**src/logic/rslv_pkg.sv**
```systemverilog
// Constants, field layout and types for the reset status and low supply
// detect block.
// Assumes a 50 MHz APB clock and one aligned 32-bit word per register.

package rslv_pkg;

  // ==========================================================================
  // Timing
  localparam int CLK_PERIOD_NS = 20;
  // Longest low width still rejected; a real reset request is longer.
  localparam int FILT_MIN_NS   = 200;
  // Least time rounds up to whole cycles.
  localparam int FILT_CYCLES   =
    (FILT_MIN_NS + CLK_PERIOD_NS - 1) / CLK_PERIOD_NS;

  // ==========================================================================
  // Register byte offsets
  localparam logic [11:0] OFS_CAUSE    = 12'h000; // Read status, write wdt.
  localparam logic [11:0] OFS_IRQ_STAT = 12'h004;
  localparam logic [11:0] OFS_IRQ_MASK = 12'h008;
  localparam logic [11:0] OFS_CTRL     = 12'h00C;

  // ==========================================================================
  // Reset cause register fields
  localparam int CB_LOW  = 0;  // Live low supply flag.
  localparam int CB_EXT  = 4;  // External pin reset.
  localparam int CB_WDT  = 5;  // Watchdog time-out.
  localparam int CB_STOP = 6;  // Recovery from stop mode.
  localparam int CB_POR  = 7;  // Power-on reset.
  localparam int CB_HI   = 4;  // First bit of the upper four.
  localparam logic [3:0] CAUSE_RST = 4'h8;

  // ==========================================================================
  // Interrupt status and mask fields
  localparam int IB_LOW  = 0;
  localparam int IB_EXT  = 1;
  localparam int IB_WDT  = 2;
  localparam int IRQ_W   = 3;
  localparam logic [IRQ_W-1:0] IRQ_RST = 3'h0;

  // ==========================================================================
  // Control register fields
  localparam int CT_BO_EN = 0;  // Brownout monitor enable.
  localparam logic CTRL_BO_RST = 1'b1;
  localparam int WDT_W = 8;
  localparam logic [WDT_W-1:0] WDT_RST = 8'h00;

  // Bus answer states.
  typedef enum logic {
    APB_IDLE,
    APB_ANSWER
  } rslv_apb_e;

endpackage

```
**src/logic/rslv_rst_if.sv**
```systemverilog
// Carries the filtered external reset pin from the filter to the block.
// Assumes both ends share pclk.
`timescale 1ns/10ps
`default_nettype none

interface rslv_rst_if;
  logic pin_low;  // Synchronised pin level, high while the pin is low.
  logic evt;      // One-cycle pulse when a low pulse has qualified.
  modport src (output pin_low, output evt);
  modport snk (input  pin_low, input  evt);
endinterface

`default_nettype wire

```
**src/logic/rslv_sync.sv**
```systemverilog
// Two-flop synchroniser for a group of asynchronous level inputs.
// Assumes the inputs are levels that stay put for several cycles.
`timescale 1ns/10ps
`default_nettype none

module rslv_sync #(
  parameter int W = 1
) (
  input  wire logic         clk,     // Destination clock.
  input  wire logic         rst_n,   // Asynchronous reset, active low.
  input  wire logic [W-1:0] async_i, // Raw level inputs.
  output logic      [W-1:0] sync_o   // Synchronised levels.
);

  logic [W-1:0] s1_q;
  logic [W-1:0] s2_q;
  logic [W-1:0] s1_d;
  logic [W-1:0] s2_d;

  if (W < 1) begin : g_chk
    $error("rslv_sync: W must be at least 1");
  end

  // Each bit walks through its own pair of flops.
  for (genvar i = 0; i < W; i++) begin : g_bit
    always_comb begin
      s1_d[i] = async_i[i];
      s2_d[i] = s1_q[i];
    end
  end

  // Registers only; the first stage feeds the second and nothing else.
  always_ff @(posedge clk or negedge rst_n) begin
    if (!rst_n) begin
      s1_q <= '0;
      s2_q <= '0;
    end else begin
      s1_q <= s1_d;
      s2_q <= s2_d;
    end
  end

  assign sync_o = s2_q;

endmodule

`default_nettype wire

```
**src/logic/rslv_glitch_filter.sv**
```systemverilog
// Glitch filter for the external active-low reset pin.
// Assumes the pin is asynchronous to clk.
`timescale 1ns/10ps
`default_nettype none

module rslv_glitch_filter
  import rslv_pkg::*;
#(
  parameter int MIN_CYC = FILT_CYCLES
) (
  input  wire logic clk,     // System clock.
  input  wire logic rst_n,   // Asynchronous reset, active low.
  input  wire logic pin_n,   // Raw reset pin, active low.
  rslv_rst_if.src   rst_o    // Filtered pin and qualify pulse.
);

  localparam int CW = $clog2(MIN_CYC + 2);

  logic          s1_q;
  logic          s2_q;
  logic [CW-1:0] cnt_q;
  logic [CW-1:0] cnt_d;
  logic          low;

  if (MIN_CYC < 1) begin : g_chk
    $error("rslv_glitch_filter: MIN_CYC must be at least 1");
  end

  // Count consecutive low cycles, saturating one past the minimum.
  always_comb begin
    low   = ~s2_q;
    cnt_d = cnt_q;
    if (!low) begin
      cnt_d = '0;
    end else if (cnt_q <= CW'(MIN_CYC)) begin
      cnt_d = cnt_q + CW'(1);
    end
  end

  // Synchroniser flops and the run counter; the pin idles high.
  always_ff @(posedge clk or negedge rst_n) begin
    if (!rst_n) begin
      s1_q  <= 1'b1;
      s2_q  <= 1'b1;
      cnt_q <= '0;
    end else begin
      s1_q  <= pin_n;
      s2_q  <= s1_q;
      cnt_q <= cnt_d;
    end
  end

  // A pulse no longer than the minimum never fires; a longer one fires once.
  assign rst_o.pin_low = low;
  assign rst_o.evt     = low && (cnt_q == CW'(MIN_CYC));

endmodule

`default_nettype wire

```
**src/logic/rslv_top.sv**
```systemverilog
// Reset status and low supply detect block with an APB register slave.
// Assumes pclk at 50 MHz, presetn as power-on reset, and that the core
// drives stop_mode and wdt_timeout from pclk.
//
// Design decisions made here: the address map and register access over APB.
`timescale 1ns/10ps
`default_nettype none

module rslv_top
  import rslv_pkg::*;
#(
  parameter int MIN_CYC = FILT_CYCLES
) (
  input  wire logic             pclk,            // System clock.
  input  wire logic             presetn,         // Power-on reset, low.
  input  wire logic [11:0]      paddr,           // APB byte address.
  input  wire logic             psel,            // APB select.
  input  wire logic             penable,         // APB enable.
  input  wire logic             pwrite,          // APB write.
  input  wire logic [31:0]      pwdata,          // APB write data.
  output logic      [31:0]      prdata,          // APB read data.
  output logic                  pready,          // APB ready.
  output logic                  pslverr,         // APB error.
  input  wire logic             ext_reset_pin_n, // Reset pin, low.
  input  wire logic             supply_low_pin,  // Supply comparator.
  input  wire logic             stop_mode,       // Core is in stop.
  input  wire logic             wdt_timeout,     // Watchdog pulse.
  output logic                  sys_reset_req,   // System reset pulse.
  output logic      [WDT_W-1:0] wdt_ctrl,        // Watchdog control.
  output logic                  wdt_ctrl_wr,     // Watchdog write pulse.
  output logic                  low_supply_flag, // Live low supply.
  output logic                  irq              // Interrupt, level.
);

  // ==========================================================================
  // Pin conditioning
  rslv_rst_if rif ();
  logic       sync_low;

  rslv_glitch_filter #(
    .MIN_CYC (MIN_CYC)
  ) u_filt (
    .clk   (pclk),
    .rst_n (presetn),
    .pin_n (ext_reset_pin_n),
    .rst_o (rif.src)
  );

  rslv_sync #(
    .W (1)
  ) u_sync (
    .clk     (pclk),
    .rst_n   (presetn),
    .async_i (supply_low_pin),
    .sync_o  (sync_low)
  );

  // ==========================================================================
  // State
  rslv_apb_e        apb_q,    apb_d;
  logic [31:0]      rdata_q,  rdata_d;
  logic             rdy_q,    rdy_d;
  logic             err_q,    err_d;
  logic [3:0]       cause_q,  cause_d;
  logic             low_q,    low_d;
  logic [IRQ_W-1:0] stat_q,   stat_d;
  logic [IRQ_W-1:0] mask_q,   mask_d;
  logic             bo_en_q,  bo_en_d;
  logic [WDT_W-1:0] wdt_q,    wdt_d;
  logic             wdt_wr_q, wdt_wr_d;
  logic             rst_q,    rst_d;
  logic             irq_q,    irq_d;
  logic             done;
  logic             wr_done;
  logic             rd_clr;
  logic [IRQ_W-1:0] evt;

  // Decoder used by the error answer only; the read mux decodes on its own.
  function automatic logic mapped(input logic [11:0] a);
    return (a == OFS_CAUSE) || (a == OFS_IRQ_STAT) ||
           (a == OFS_IRQ_MASK) || (a == OFS_CTRL);
  endfunction

  // Read view of every register; the cause view shows the live flag.
  function automatic logic [31:0] rd_view(input logic [11:0] a);
    logic [31:0] v;
    v = 32'h0000_0000;
    unique case (1'b1)
      (a == OFS_CAUSE): begin
        v[CB_POR:CB_HI] = cause_q;
        v[CB_LOW]       = low_q;
      end
      (a == OFS_IRQ_STAT): v[IRQ_W-1:0] = stat_q;
      (a == OFS_IRQ_MASK): v[IRQ_W-1:0] = mask_q;
      (a == OFS_CTRL):     v[CT_BO_EN]  = bo_en_q;
      default:             v = 32'h0000_0000;
    endcase
    return v;
  endfunction

  // ==========================================================================
  // APB answer: one wait cycle, then ready with registered data.
  always_comb begin
    apb_d   = apb_q;
    rdy_d   = 1'b0;
    err_d   = 1'b0;
    rdata_d = rdata_q;
    unique case (apb_q)
      APB_IDLE: begin
        if (psel && penable) begin
          apb_d   = APB_ANSWER;
          rdy_d   = 1'b1;
          err_d   = !mapped(paddr);
          rdata_d = pwrite ? 32'h0000_0000 : rd_view(paddr);
        end
      end
      APB_ANSWER: begin
        apb_d = APB_IDLE;
      end
    endcase
  end

  assign done    = psel && penable && rdy_q;
  assign wr_done = done && pwrite;
  // Only a read of the status view clears the upper bits.
  assign rd_clr  = done && !pwrite && (paddr == OFS_CAUSE);

  always_ff @(posedge pclk or negedge presetn) begin
    if (!presetn) begin
      apb_q   <= APB_IDLE;
      rdy_q   <= 1'b0;
      err_q   <= 1'b0;
      rdata_q <= 32'h0000_0000;
    end else begin
      apb_q   <= apb_d;
      rdy_q   <= rdy_d;
      err_q   <= err_d;
      rdata_q <= rdata_d;
    end
  end

  // ==========================================================================
  // Reset cause, low supply flag and reset request.
  always_comb begin
    cause_d = cause_q;
    // Brownout enable gates the detector; the flag just follows.
    low_d   = sync_low && bo_en_q;
    rst_d   = rif.evt;
    if (rif.evt) begin
      // Latest cause replaces the others; events beat a clearing read.
      cause_d = '0;
      cause_d[CB_EXT - CB_HI]  = 1'b1;
      cause_d[CB_STOP - CB_HI] = stop_mode;
    end else if (wdt_timeout) begin
      cause_d = '0;
      cause_d[CB_WDT - CB_HI]  = 1'b1;
      cause_d[CB_STOP - CB_HI] = stop_mode;
    end else if (rd_clr) begin
      cause_d = '0;
    end
  end

  always_ff @(posedge pclk or negedge presetn) begin
    if (!presetn) begin
      cause_q <= CAUSE_RST;
      low_q   <= 1'b0;
      rst_q   <= 1'b0;
    end else begin
      cause_q <= cause_d;
      low_q   <= low_d;
      rst_q   <= rst_d;
    end
  end

  // ==========================================================================
  // Writable registers: watchdog control shares the status address.
  always_comb begin
    mask_d   = mask_q;
    bo_en_d  = bo_en_q;
    wdt_d    = wdt_q;
    wdt_wr_d = 1'b0;
    if (wr_done) begin
      unique case (1'b1)
        (paddr == OFS_CAUSE): begin
          wdt_d    = pwdata[WDT_W-1:0];
          wdt_wr_d = 1'b1;
        end
        (paddr == OFS_IRQ_MASK): mask_d  = pwdata[IRQ_W-1:0];
        (paddr == OFS_CTRL):     bo_en_d = pwdata[CT_BO_EN];
        default: begin
          wdt_wr_d = 1'b0;
        end
      endcase
    end
  end

  always_ff @(posedge pclk or negedge presetn) begin
    if (!presetn) begin
      mask_q   <= IRQ_RST;
      bo_en_q  <= CTRL_BO_RST;
      wdt_q    <= WDT_RST;
      wdt_wr_q <= 1'b0;
    end else begin
      mask_q   <= mask_d;
      bo_en_q  <= bo_en_d;
      wdt_q    <= wdt_d;
      wdt_wr_q <= wdt_wr_d;
    end
  end

  // ==========================================================================
  // Interrupts: sticky status, write one to clear, set wins.
  always_comb begin
    evt         = '0;
    evt[IB_LOW] = low_d && !low_q;
    evt[IB_EXT] = rif.evt;
    evt[IB_WDT] = wdt_timeout;
    stat_d      = stat_q;
    if (wr_done && (paddr == OFS_IRQ_STAT)) begin
      stat_d = stat_q & ~pwdata[IRQ_W-1:0];
    end
    stat_d = stat_d | evt;
    irq_d  = |(stat_d & mask_d);
  end

  always_ff @(posedge pclk or negedge presetn) begin
    if (!presetn) begin
      stat_q <= IRQ_RST;
      irq_q  <= 1'b0;
    end else begin
      stat_q <= stat_d;
      irq_q  <= irq_d;
    end
  end

  // Outputs straight from flops.
  assign prdata          = rdata_q;
  assign pready          = rdy_q;
  assign pslverr         = err_q;
  assign sys_reset_req   = rst_q;
  assign wdt_ctrl        = wdt_q;
  assign wdt_ctrl_wr     = wdt_wr_q;
  assign low_supply_flag = low_q;
  assign irq             = irq_q;

  // ==========================================================================
  // Checks
  localparam int RW = $clog2(MIN_CYC + 2);
  logic [RW-1:0] run_q;

  // Shadow count of low cycles seen by the filter.
  always_ff @(posedge pclk or negedge presetn) begin
    if (!presetn) begin
      run_q <= '0;
    end else if (!rif.pin_low) begin
      run_q <= '0;
    end else if (run_q <= RW'(MIN_CYC)) begin
      run_q <= run_q + RW'(1);
    end
  end
endmodule

`default_nettype wire

```
**config.mk**
```make
export PLATFORM = sky130hd
export DESIGN_NAME = rslv_top
export DESIGN_NICKNAME = d
export VERILOG_FILES = /design/src/logic/rslv_pkg.sv /design/src/logic/rslv_rst_if.sv /design/src/logic/rslv_sync.sv /design/src/logic/rslv_glitch_filter.sv /design/src/logic/rslv_top.sv
export SDC_FILE = /design/constraint.sdc
export NUM_CORES = 1
export LEC_CHECK = 0
export ABC_AREA = 1
export ABC_CLOCK_PERIOD_IN_PS = 1500
export BUFFER_PORTS_ARGS = -buffer_cell sky130_fd_sc_hd__buf_2
export CAP_MARGIN = 20
export CORE_ASPECT_RATIO = 0.6
export CORE_MARGIN = 4
export CORE_UTILIZATION = 45
export CTS_CLUSTER_DIAMETER = 100
export DETAILED_ROUTE_END_ITERATION = 12
export PLACE_DENSITY = 0.88
export SYNTH_ARGS = -nofsm -noshare
export SYNTH_HDL_FRONTEND = slang
export SYNTH_SLANG_ARGS = --single-unit
```
**constraint.sdc**
```tcl
create_clock -name pclk -period 1.5 [get_ports pclk]
set_clock_uncertainty 0.1 [all_clocks]
set_input_delay 0.3 -clock pclk [delete_from_list [all_inputs] [get_ports pclk]]
set_output_delay 0.3 -clock pclk [all_outputs]
set_load 0.1 [all_outputs]
```
==> results of run 1 <==
-- kinds of logic (layout without fill, tap and decap cells) --
family | after synthesis | count (layout) | synth area share, %
multiplexers | 1 | 1 | 0.574
adder cells (fa/ha/maj) | 2 | 2 | 1.28
AO/OA/AOI/OAI | 25 | 25 | 8.49
other | 1 | 25 | 0.191
flip-flops | 40 | 40 | 51.3
buffers and inverters | 59 | 105 | 16.5
AND/OR/NAND/NOR | 87 | 87 | 21.6
-- path summary, 6_finish.rpt --
check,end,depth (start not counted),startpoint
setup reg to reg,bo_en_q$_DFFE_PN1P_,5,apb_q$_DFF_PN0_
hold reg to reg,u_sync.sync_o$_DFF_PN0_,0,u_sync.s1_q$_DFF_PN0_
max in group asynchronous,u_filt.s1_q$_DFF_PN1_,3,presetn
hold / removal,wdt_ctrl[3]$_DFFE_PN0P_,3,pwdata[3]
min in group asynchronous,sys_reset_req$_DFF_PN0_,3,presetn
setup / recovery,prdata[5],1,prdata[5]$_DFFE_PN0P_
-- per-layer routing --
metal	up-vias	track usage (%)	routed length, µm
li1	777	-	-
met1	738	19.1	1770
met2	58	26.0	2070
met3	10	5.96	305
met4	0	4.59	68
met5	-	0	0
-- area by class of cell --
cell class              count  area, µm²
clock buffers               6       72.6
clock inverters             2       12.5
fillers                   347       1460
inverters                  32        125
multi-input cells         140        771
flip-flops and latches     40       1010
well taps                  60       75.1
repair buffers             65        613
-- synthesized netlist by cell type (all sizes together) --
master	instances	area share, %
o31ai	4	1.5
nand2	49	10
o21a	5	1.9
nor2	11	2.5
ha	2	1.3
buf	27	10
conb	1	0.19
dfrtp	36	46
inv	32	6.1
o22ai	2	0.64
a31oi	1	0.32
dfstp	4	5.4
o21ai	12	3.8
nand3	14	3.8
nand4	8	2.6
or2	1	0.32
a21oi	1	0.26
mux2	1	0.57
nor3	4	2.2
-- sequential cells by signal, summed over array words and instances, names as in the netlist, 3 cells and up --
register      cells
cause_q           4
mask_q            3
prdata            7
stat_q            3
u_filt.cnt_q      4
wdt_ctrl          8
-- power by group through the flow --
stage	Clock (µW)	Sequential, µW	Combinational, µW
detailed placement	0	1130	462
global route	759	1110	498
global placement	0	1130	453
CTS	705	1110	467
finish	678	1110	472
floorplan	0	1150	384
-- stage by stage --
step | instance area (µm²) | setup TNS [ns]
after global placement | 2520 | -0.466
after CTS | 2630 | 0
final | 2680 | 0
after global routing | 2680 | -0.0469
after floorplan | 2100 | 0
after detailed placement | 2520 | -0.611
-- repair_timing --
item                       4_1_cts  5_1_grt
setup endpoints to repair        1        8
cloned                           0        0
pin swaps                        0        6
resized for setup                1        8
buffers inserted                 0        3
hold endpoints to repair        37        1
hold buffers                     2        1
==> results.tsv, run 1 <==
stage	metric	value	unit
hold_path	Worst Hold Class	in2reg	
power_and_ir_drop	Pwr Density	843	mW/mm²
clock_network	Num CTS Buffers	5	
placement	pre-CTS WS	-0.108	ns
cells_and_area	area delta synth->final	36.7	%
die	Initial Utilization	47.3	%
clock_network	Worst-path clk slew	0.07	ns
power_and_ir_drop	Flop pwr share	49.2	%
critical_path	Worst Path Required	1.10	ns
critical_path	buffer and inverter count on the worst path	1	
power_and_ir_drop	Pleak	0.00138	µW
synth	synthesis warning total	0	
critical_path	crit-path cells	buf_2	
clock_network	root buf cell	clkbuf_8	
global_routing	global-route wire length before repair	6.58	mm
global_routing	vias in the first global route	1426	
critical_path	CP Capture Type	output port	
power_and_ir_drop	Sw Pwr	759	µW
power_and_ir_drop	Net Sw Frac	33.6	%
die	DIE HEIGHT	59.1	µm
critical_path	Startpoint Class	flip-flop	
critical_path	worst reg2reg setup slack	0.05	ns
sta	Max Clock Freq	0.688	GHz
clock_network	clk_lat worst skew	0.29	ns
power_and_ir_drop	P_int	1500	µW
critical_path	CP max stage cell	buf_2	
placement	gpl congestion	0.854	
cells_and_area	fin util	64.7	%
synth	Seq/Total Area, Yosys	51.3	%
global_routing	Overall Global Routing Usage	15.6	%
sta	Final Hold Fails	0	
cells_and_area	Nets	339	
clock_network	CTS tree	built	
power_and_ir_drop	Clk pwr share	30.0	%
route	via count	1583	
critical_path	CP Max Fanout	2	
cells_and_area	commonest non-fill, non-tap cell in the layout	nand2_1	
synth	#FFs+latches synth	40	
global_routing	pin count of the biggest net entering global routing	41	
power_and_ir_drop	Design Power	2260	µW
global_routing	grt total ovfl	0	
power_and_ir_drop	Max IR drop VDD	514	µV
die	I/O pin count	99	
placement	Final HPWL DP	3.29	mm
sta	hold_ws	0.112	ns
cells_and_area	most frequent cells in the layout	42 x nand2_1, 34 x dfrtp_1, 33 x buf_2, 28 x inv_1, 25 x conb_1	
power_and_ir_drop	power share of the combinational group	20.9	%
route	drt via density	4.59	
global_routing	initial antenna violation count	0	
placement	I/O Buffers	49	
placement	dpl cells	331	
clock_network	CTS H-tree depth	2	
route	final antenna-violating net count	0	
route	Total Wirelength	4.21	mm
cells_and_area	Antenna Diode Count	0	
sta	fin crit share	97.0	%
synth	Distinct cells, synth	28	
die	# rows	18	
sta	worst setup margin	0.0456	ns
sta	Pins Over Slew Limit	0	
route	total iterations of the first detailed-routing run	4	
critical_path	crit path kind	reg2out	
cells_and_area	Final Non-Filler Cells	345	
synth	Syn Area/Cell	9.12	µm²
sta	crit path time final	1.45	ns
synth	Mapped Cells	215	
route	DR iter-0 viols	96	
synth	synthesized cell area	0.00196	mm²
die	die area	0.00551	mm²
cells_and_area	layout cell share with drive strength beyond 1	35.4	%
critical_path	arrival time worst endpoint	1.05	ns
route	DRC violation count after routing	0	
route	WL/cell	12.2	µm
critical_path	Top delay family on crit path	buffers and inverters	
critical_path	max incr delay on CP	0.43	ns
sta	Setup Viol. Count Final	0	
die	Die W	93.2	µm
job	max-capacitance violation count	0	
clock_network	clk sinks	40	
die	core area	0.00414	mm²
run_status	status	finished, final reports clean	
clock_network	clock buffer depth	2	
Note: power is estimated with default switching activity, not from simulation.
==> run 2, diff against run 1 <==
PLACE_DENSITY = 0.9   (was 0.88)
==> results.tsv, run 2 (synthesis gave the netlist of run 1 again) <==
stage	metric	value	unit	change
cells_and_area	fin area	0.00269	mm²	+0.51%
cells_and_area	Nets	339		unchanged
clock_network	clk sinks	40		unchanged
route	WL/cell	12.1	µm	-0.59%
route	total iterations of the first detailed-routing run	4		unchanged
route	final antenna-violating net count	0		unchanged
sta	Max Clock Freq	0.674	GHz	-2.0%
sta	RSZ-0062 raised after global routing	yes		
die	I/O pin count	99		unchanged
critical_path	CP Capture Type	flip-flop		
global_routing	vias in the first global route	1529		+7.2%
clock_network	clk_lat worst skew	0.29	ns	about the same
die	core area	0.00414	mm²	unchanged
critical_path	CP max stage cell	dfrtp_1		
critical_path	Startpoint Class	flip-flop		
global_routing	initial antenna violation count	0		unchanged
clock_network	clock buffer depth	2		unchanged
sta	fin crit share	98.9	%	+1.9 points
critical_path	crit path kind	reg2reg		
sta	crit path time final	1.48	ns	+0.0290 ns
clock_network	root buf cell	clkbuf_8		
die	DIE HEIGHT	59.1	µm	unchanged
die	Die W	93.2	µm	unchanged
power_and_ir_drop	Pleak	0.00139	µW	+0.73%
cells_and_area	area delta synth->final	37.4	%	
global_routing	Overall Global Routing Usage	15.5	%	-0.10 points
placement	I/O Buffers	49		unchanged
sta	Setup Viol. Count Final	0		unchanged
cells_and_area	commonest non-fill, non-tap cell in the layout	nand2_1		
placement	Placement Cell Area	0.00256	mm²	+1.4%
route	Total Wirelength	4.18	mm	-0.59%
global_routing	grt total ovfl	0		unchanged
sta	Pins Over Slew Limit	0		unchanged
global_routing	global-route wire length before repair	6.62	mm	+0.75%
hold_path	Worst Hold Class	in2reg		
run_status	status	finished, final reports clean		
critical_path	Worst Path Required	1.56	ns	+0.46 ns
route	DR iter-0 viols	108		+13%
job	max-capacitance violation count	0		unchanged
critical_path	Crit path top cell by count	o21ai_0		
global_routing	pin count of the biggest net entering global routing	41		unchanged
cells_and_area	max FFs per register	8		unchanged
critical_path	CP Max Fanout	4		+2
route	DRC violation count after routing	0		unchanged
critical_path	worst reg2reg setup slack	0.02	ns	-0.03 ns
die	die area	0.00551	mm²	unchanged
critical_path	arrival time worst endpoint	1.55	ns	+0.50 ns
power_and_ir_drop	Max IR drop VDD	496	µV	-3.4%
power_and_ir_drop	Pwr Density	855	mW/mm²	+1.4%
route	via count	1548		-2.2%
power_and_ir_drop	Design Power	2300	µW	+1.9%
cells_and_area	filler cell count	345		-0.58%
placement	gpl congestion	0.846		-0.91%
critical_path	max incr delay on CP	0.37	ns	-0.06 ns
placement	dpl cells	334		+0.91%
clock_network	CTS H-tree depth	2		unchanged
clock_network	Worst-path clk slew	0.07	ns	about the same
clock_network	CTS tree	built		
critical_path	crit-path cells	inv_2 > ha_1 > nand4_1 > inv_1 > o21ai_0 > o21ai_0		
cells_and_area	layout cell share with drive strength beyond 1	36.1	%	+0.70 points
cells_and_area	most frequent cells in the layout	42 x nand2_1, 34 x dfrtp_1, 34 x buf_2, 28 x inv_1, 25 x conb_1		
placement	Final HPWL DP	3.28	mm	-0.37%
clock_network	Num CTS Buffers	5		unchanged
sta	Final Hold Fails	0		unchanged
die	# rows	18		unchanged
route	drt via density	4.49		-2.2%
cells_and_area	Sequential Area	0.00101	mm²	unchanged
cells_and_area	Antenna Diode Count	0		unchanged
die	Initial Utilization	47.3	%	unchanged
cells_and_area	Final Non-Filler Cells	345		unchanged
cells_and_area	area occupied by multi-input gates	774	µm²	+0.49%
run 2: metrics by stage:
step / utilization [%] / TNS (ns) / setup WS, ns / hold WS (ns)
CTS: 64.1 / 0 / 0.0118 / 0.00900
finish: 65.0 / 0 / 0.0165 / 0.0146
detailed placement: 61.7 / -0.726 / -0.116 / 0.185
global route: 65.0 / -0.0760 / -0.0469 / 0.00572
floorplan: - / 0 / 0.00242 / -0.0956
global placement: 61.7 / -0.412 / -0.0676 / 0.178
run 2: critical path: cells and delay by family, from the launching register on:
family                   cells  cell delay, ns
AO/OA/AOI/OAI                2            0.27
adder cells (fa/ha/maj)      1            0.23
buffers and inverters        2            0.18
flip-flops                   1            0.37
AND/OR/NAND/NOR              1            0.22
run 2: routing by layer:
metal	global-route usage, %	wire length [µm]	share of wire, %
met3	4.82	292	7.0
met1	18.6	1710	41
met2	27.2	2130	51
met4	4.59	42	1.0
met5	0	0	0
run 2: cell type report:
cell class                 count  share of cell area, %
multi-input combinational    140                   28.8
tap                           60                   2.79
clock buffer                   8                   3.34
timing repair buffer          65                   22.9
inverter                      32                   4.64
sequential                    40                   37.5
run 2: timing repair:
action,4_1_cts,5_1_grt
hold buffers,1,0
gates resized for setup,1,7
setup buffers,0,2
pin swaps,0,1
hold endpoints to repair,36,0
setup endpoints to repair,1,8
run 2: worst paths after layout:
check / from / to / cells past startpoint
hold reg to reg: u_sync.s1_q$_DFF_PN0_ / u_sync.sync_o$_DFF_PN0_ / 0
setup reg to reg: u_filt.cnt_q[0]$_DFFE_PN0P_ / cause_q[2]$_DFFE_PN0P_ / 6
hold / removal: ext_reset_pin_n / u_filt.s1_q$_DFF_PN1_ / 1
max in group asynchronous: presetn / cause_q[3]$_DFFE_PN1P_ / 3
setup / recovery: u_filt.cnt_q[0]$_DFFE_PN0P_ / cause_q[2]$_DFFE_PN0P_ / 6
min in group asynchronous: presetn / wdt_ctrl[5]$_DFFE_PN0P_ / 3
run 2: power by group:
| part | total [µW] | leakage, µW | switching, µW | internal [µW] |
|---|---|---|---|---|
| clock network | 713 | 0.0000455 | 338 | 375 |
| registers | 1110 | 0.000465 | 11.2 | 1100 |
| logic | 478 | 0.000876 | 400 | 78.3 |
| total | 2300 | 0.00139 | 749 | 1550 |
==> run 3, diff against run 2 <==
ABC_CLOCK_PERIOD_IN_PS = 1220   (was 1500)
CORE_UTILIZATION = 41   (was 45)
PLACE_DENSITY = 0.87   (was 0.9)
clock period = 1.22 ns   (was 1.5 ns; I/O delays follow)
==> results.tsv, run 3 (synthesis gave the netlist of run 1 again) <==
stage	metric	value	unit	change
power_and_ir_drop	Max IR drop VDD	1040	µV	+110%
clock_network	clk sinks	40		unchanged
critical_path	Startpoint Class	flip-flop		
cells_and_area	Sequential Area	0.00103	mm²	+2.2%
sta	crit path time final	1.45	ns	-0.0300 ns
power_and_ir_drop	Pwr Density	1010	mW/mm²	+18%
sta	fin crit share	119	%	+20 points
cells_and_area	max FFs per register	8		unchanged
hold_path	Worst Hold Class	in2reg		
global_routing	global-route wire length before repair	7.83	mm	+18%
critical_path	Worst Path Required	1.31	ns	-0.25 ns
route	total iterations of the first detailed-routing run	4		unchanged
power_and_ir_drop	Pleak	0.00160	µW	+15%
critical_path	crit path kind	reg2reg		
sta	hold_ws	0.0398	ns	+0.0252 ns
die	# rows	19		+1
route	WL/cell	14.5	µm	+20%
cells_and_area	area delta synth->final	61.8	%	
critical_path	CP Capture Type	flip-flop		
critical_path	max incr delay on CP	0.45	ns	+0.08 ns
clock_network	root buf cell	clkbuf_8		
critical_path	CP Max Fanout	6		+2
global_routing	grt total ovfl	0		unchanged
placement	I/O Buffers	49		unchanged
placement	gpl congestion	0.837		-0.99%
route	DRC violation count after routing	0		unchanged
clock_network	clock buffer depth	2		unchanged
route	DR iter-0 viols	89		-18%
run_status	status	finished with violations		
cells_and_area	filler cell count	312		-9.6%
global_routing	pin count of the biggest net entering global routing	41		unchanged
power_and_ir_drop	Design Power	3210	µW	+39%
job	max-capacitance violation count	0		unchanged
sta	Pins Over Slew Limit	0		unchanged
sta	Max Clock Freq	0.688	GHz	+2.1%
critical_path	arrival time worst endpoint	1.55	ns	about the same
die	DIE HEIGHT	61.6	µm	+4.1%
sta	Setup Viol. Count Final	54		+54
route	drt via density	4.63		+3.3%
critical_path	Crit path top cell by count	buf_6		
critical_path	crit-path cells	nand3_4 > buf_6 > nor3_4 > buf_6 > nand2_2 > o21a_1		
sta	worst setup margin	-0.233	ns	-0.250 ns
die	Die W	97.3	µm	+4.4%
die	core area	0.00459	mm²	+11%
critical_path	CP max stage cell	dfrtp_4		
clock_network	clk_lat worst skew	0.30	ns	about the same
route	via count	1733		+12%
clock_network	CTS H-tree depth	2		unchanged
route	final antenna-violating net count	0		unchanged
run_status	failing checks	negative setup slack		
cells_and_area	most frequent cells in the layout	31 x nand2_1, 31 x buf_4, 28 x buf_2, 25 x conb_1, 23 x inv_1		
cells_and_area	layout cell share with drive strength beyond 1	56.9	%	+21 points
global_routing	vias in the first global route	1671		+9.3%
die	I/O pin count	99		unchanged
clock_network	Num CTS Buffers	5		unchanged
placement	Placement Cell Area	0.00274	mm²	+7.0%
sta	RSZ-0062 raised after global routing	yes		
route	Total Wirelength	5.42	mm	+30%
sta	Final Hold Fails	0		unchanged
placement	Final HPWL DP	3.70	mm	+13%
die	die area	0.00599	mm²	+8.7%
cells_and_area	fin area	0.00317	mm²	+18%
cells_and_area	Nets	365		+7.7%
cells_and_area	area occupied by multi-input gates	891	µm²	+15%
placement	pre-CTS WS	-0.323	ns	-0.208 ns
clock_network	CTS tree	built		
clock_network	Worst-path clk slew	0.09	ns	+0.02 ns
die	Initial Utilization	42.7	%	-4.6 points
global_routing	initial antenna violation count	0		unchanged
global_routing	Overall Global Routing Usage	17.3	%	+1.8 points
cells_and_area	Antenna Diode Count	0		unchanged
-- run 3: changes by cell type in the layout (fill, tap and decap cells not counted), sizes merged --
cell	previous run	this run
buf	61	88
clkinv	0	1
dlygate4sd3	1	3
bufinv	0	1
clkbuf	11	6
-- run 3: worst max-delay path, delay by kind of cell (launching register included) --
| family | cells | cell delay [ns] |
|---|---|---|
| AO/OA/AOI/OAI | 1 | 0.09 |
| AND/OR/NAND/NOR | 3 | 0.39 |
| flip-flops | 1 | 0.45 |
| buffers and inverters | 2 | 0.31 |
-- run 3: path summary, 6_finish.rpt --
path | from | end | slack [ns] | cells past startpoint
worst max-delay path | apb_q$_DFF_PN0_ | wdt_ctrl[2]$_DFFE_PN0P_ | -0.23 | 6
worst min-delay path | pwdata[7] | wdt_ctrl[7]$_DFFE_PN0P_ | 0.04 | 3
worst max register to register | apb_q$_DFF_PN0_ | wdt_ctrl[2]$_DFFE_PN0P_ | -0.23 | 6
worst min register to register | u_sync.s1_q$_DFF_PN0_ | u_sync.sync_o$_DFF_PN0_ | 0.26 | 0
max in group asynchronous | presetn | u_filt.s2_q$_DFF_PN1_ | 0.42 | 3
min in group asynchronous | presetn | wdt_ctrl[3]$_DFFE_PN0P_ | 0.32 | 3
-- run 3: stage by stage --
stage                     instances  utilization [%]  setup TNS (ns)
final                           374             69.1           -5.02
after global routing            374             69.1           -7.24
after CTS                       367             65.4           -4.10
after detailed placement        348             59.7           -5.98
after global placement          348             59.7           -4.40
after floorplan                 239                -           -4.44
-- run 3: layout make-up --
type,instances,area share (%)
sequential,40,32.6
timing repair buffer,91,29.1
multi-input combinational,140,28.1
clock inverter,2,1.22
inverter,32,3.94
clock buffer,6,2.60
tap,63,2.49
-- run 3: power by group --
part	internal, µW	total [µW]	switching, µW
Clock	669	1160	492
Combinational	150	675	525
Sequential	1350	1370	17.1
Total	2170	3210	1030
-- run 3: repair_timing --
action,in CTS,in global routing
setup buffers,7,9
setup endpoints to repair,52,55
resized for setup,19,36
pin swaps,10,14
hold buffers,3,0
gates cloned,1,0
hold endpoints to repair,38,0
-- run 3: metal layers --
metal / vias to the layer above / global-route usage, % / share of wire (%)
met1: 830 / 19.9 / 38
met5: - / 0 / 0
li1: 825 / - / -
met2: 67 / 30.5 / 53
met3: 11 / 6.22 / 6.0
met4: 0 / 7.10 / 2.3
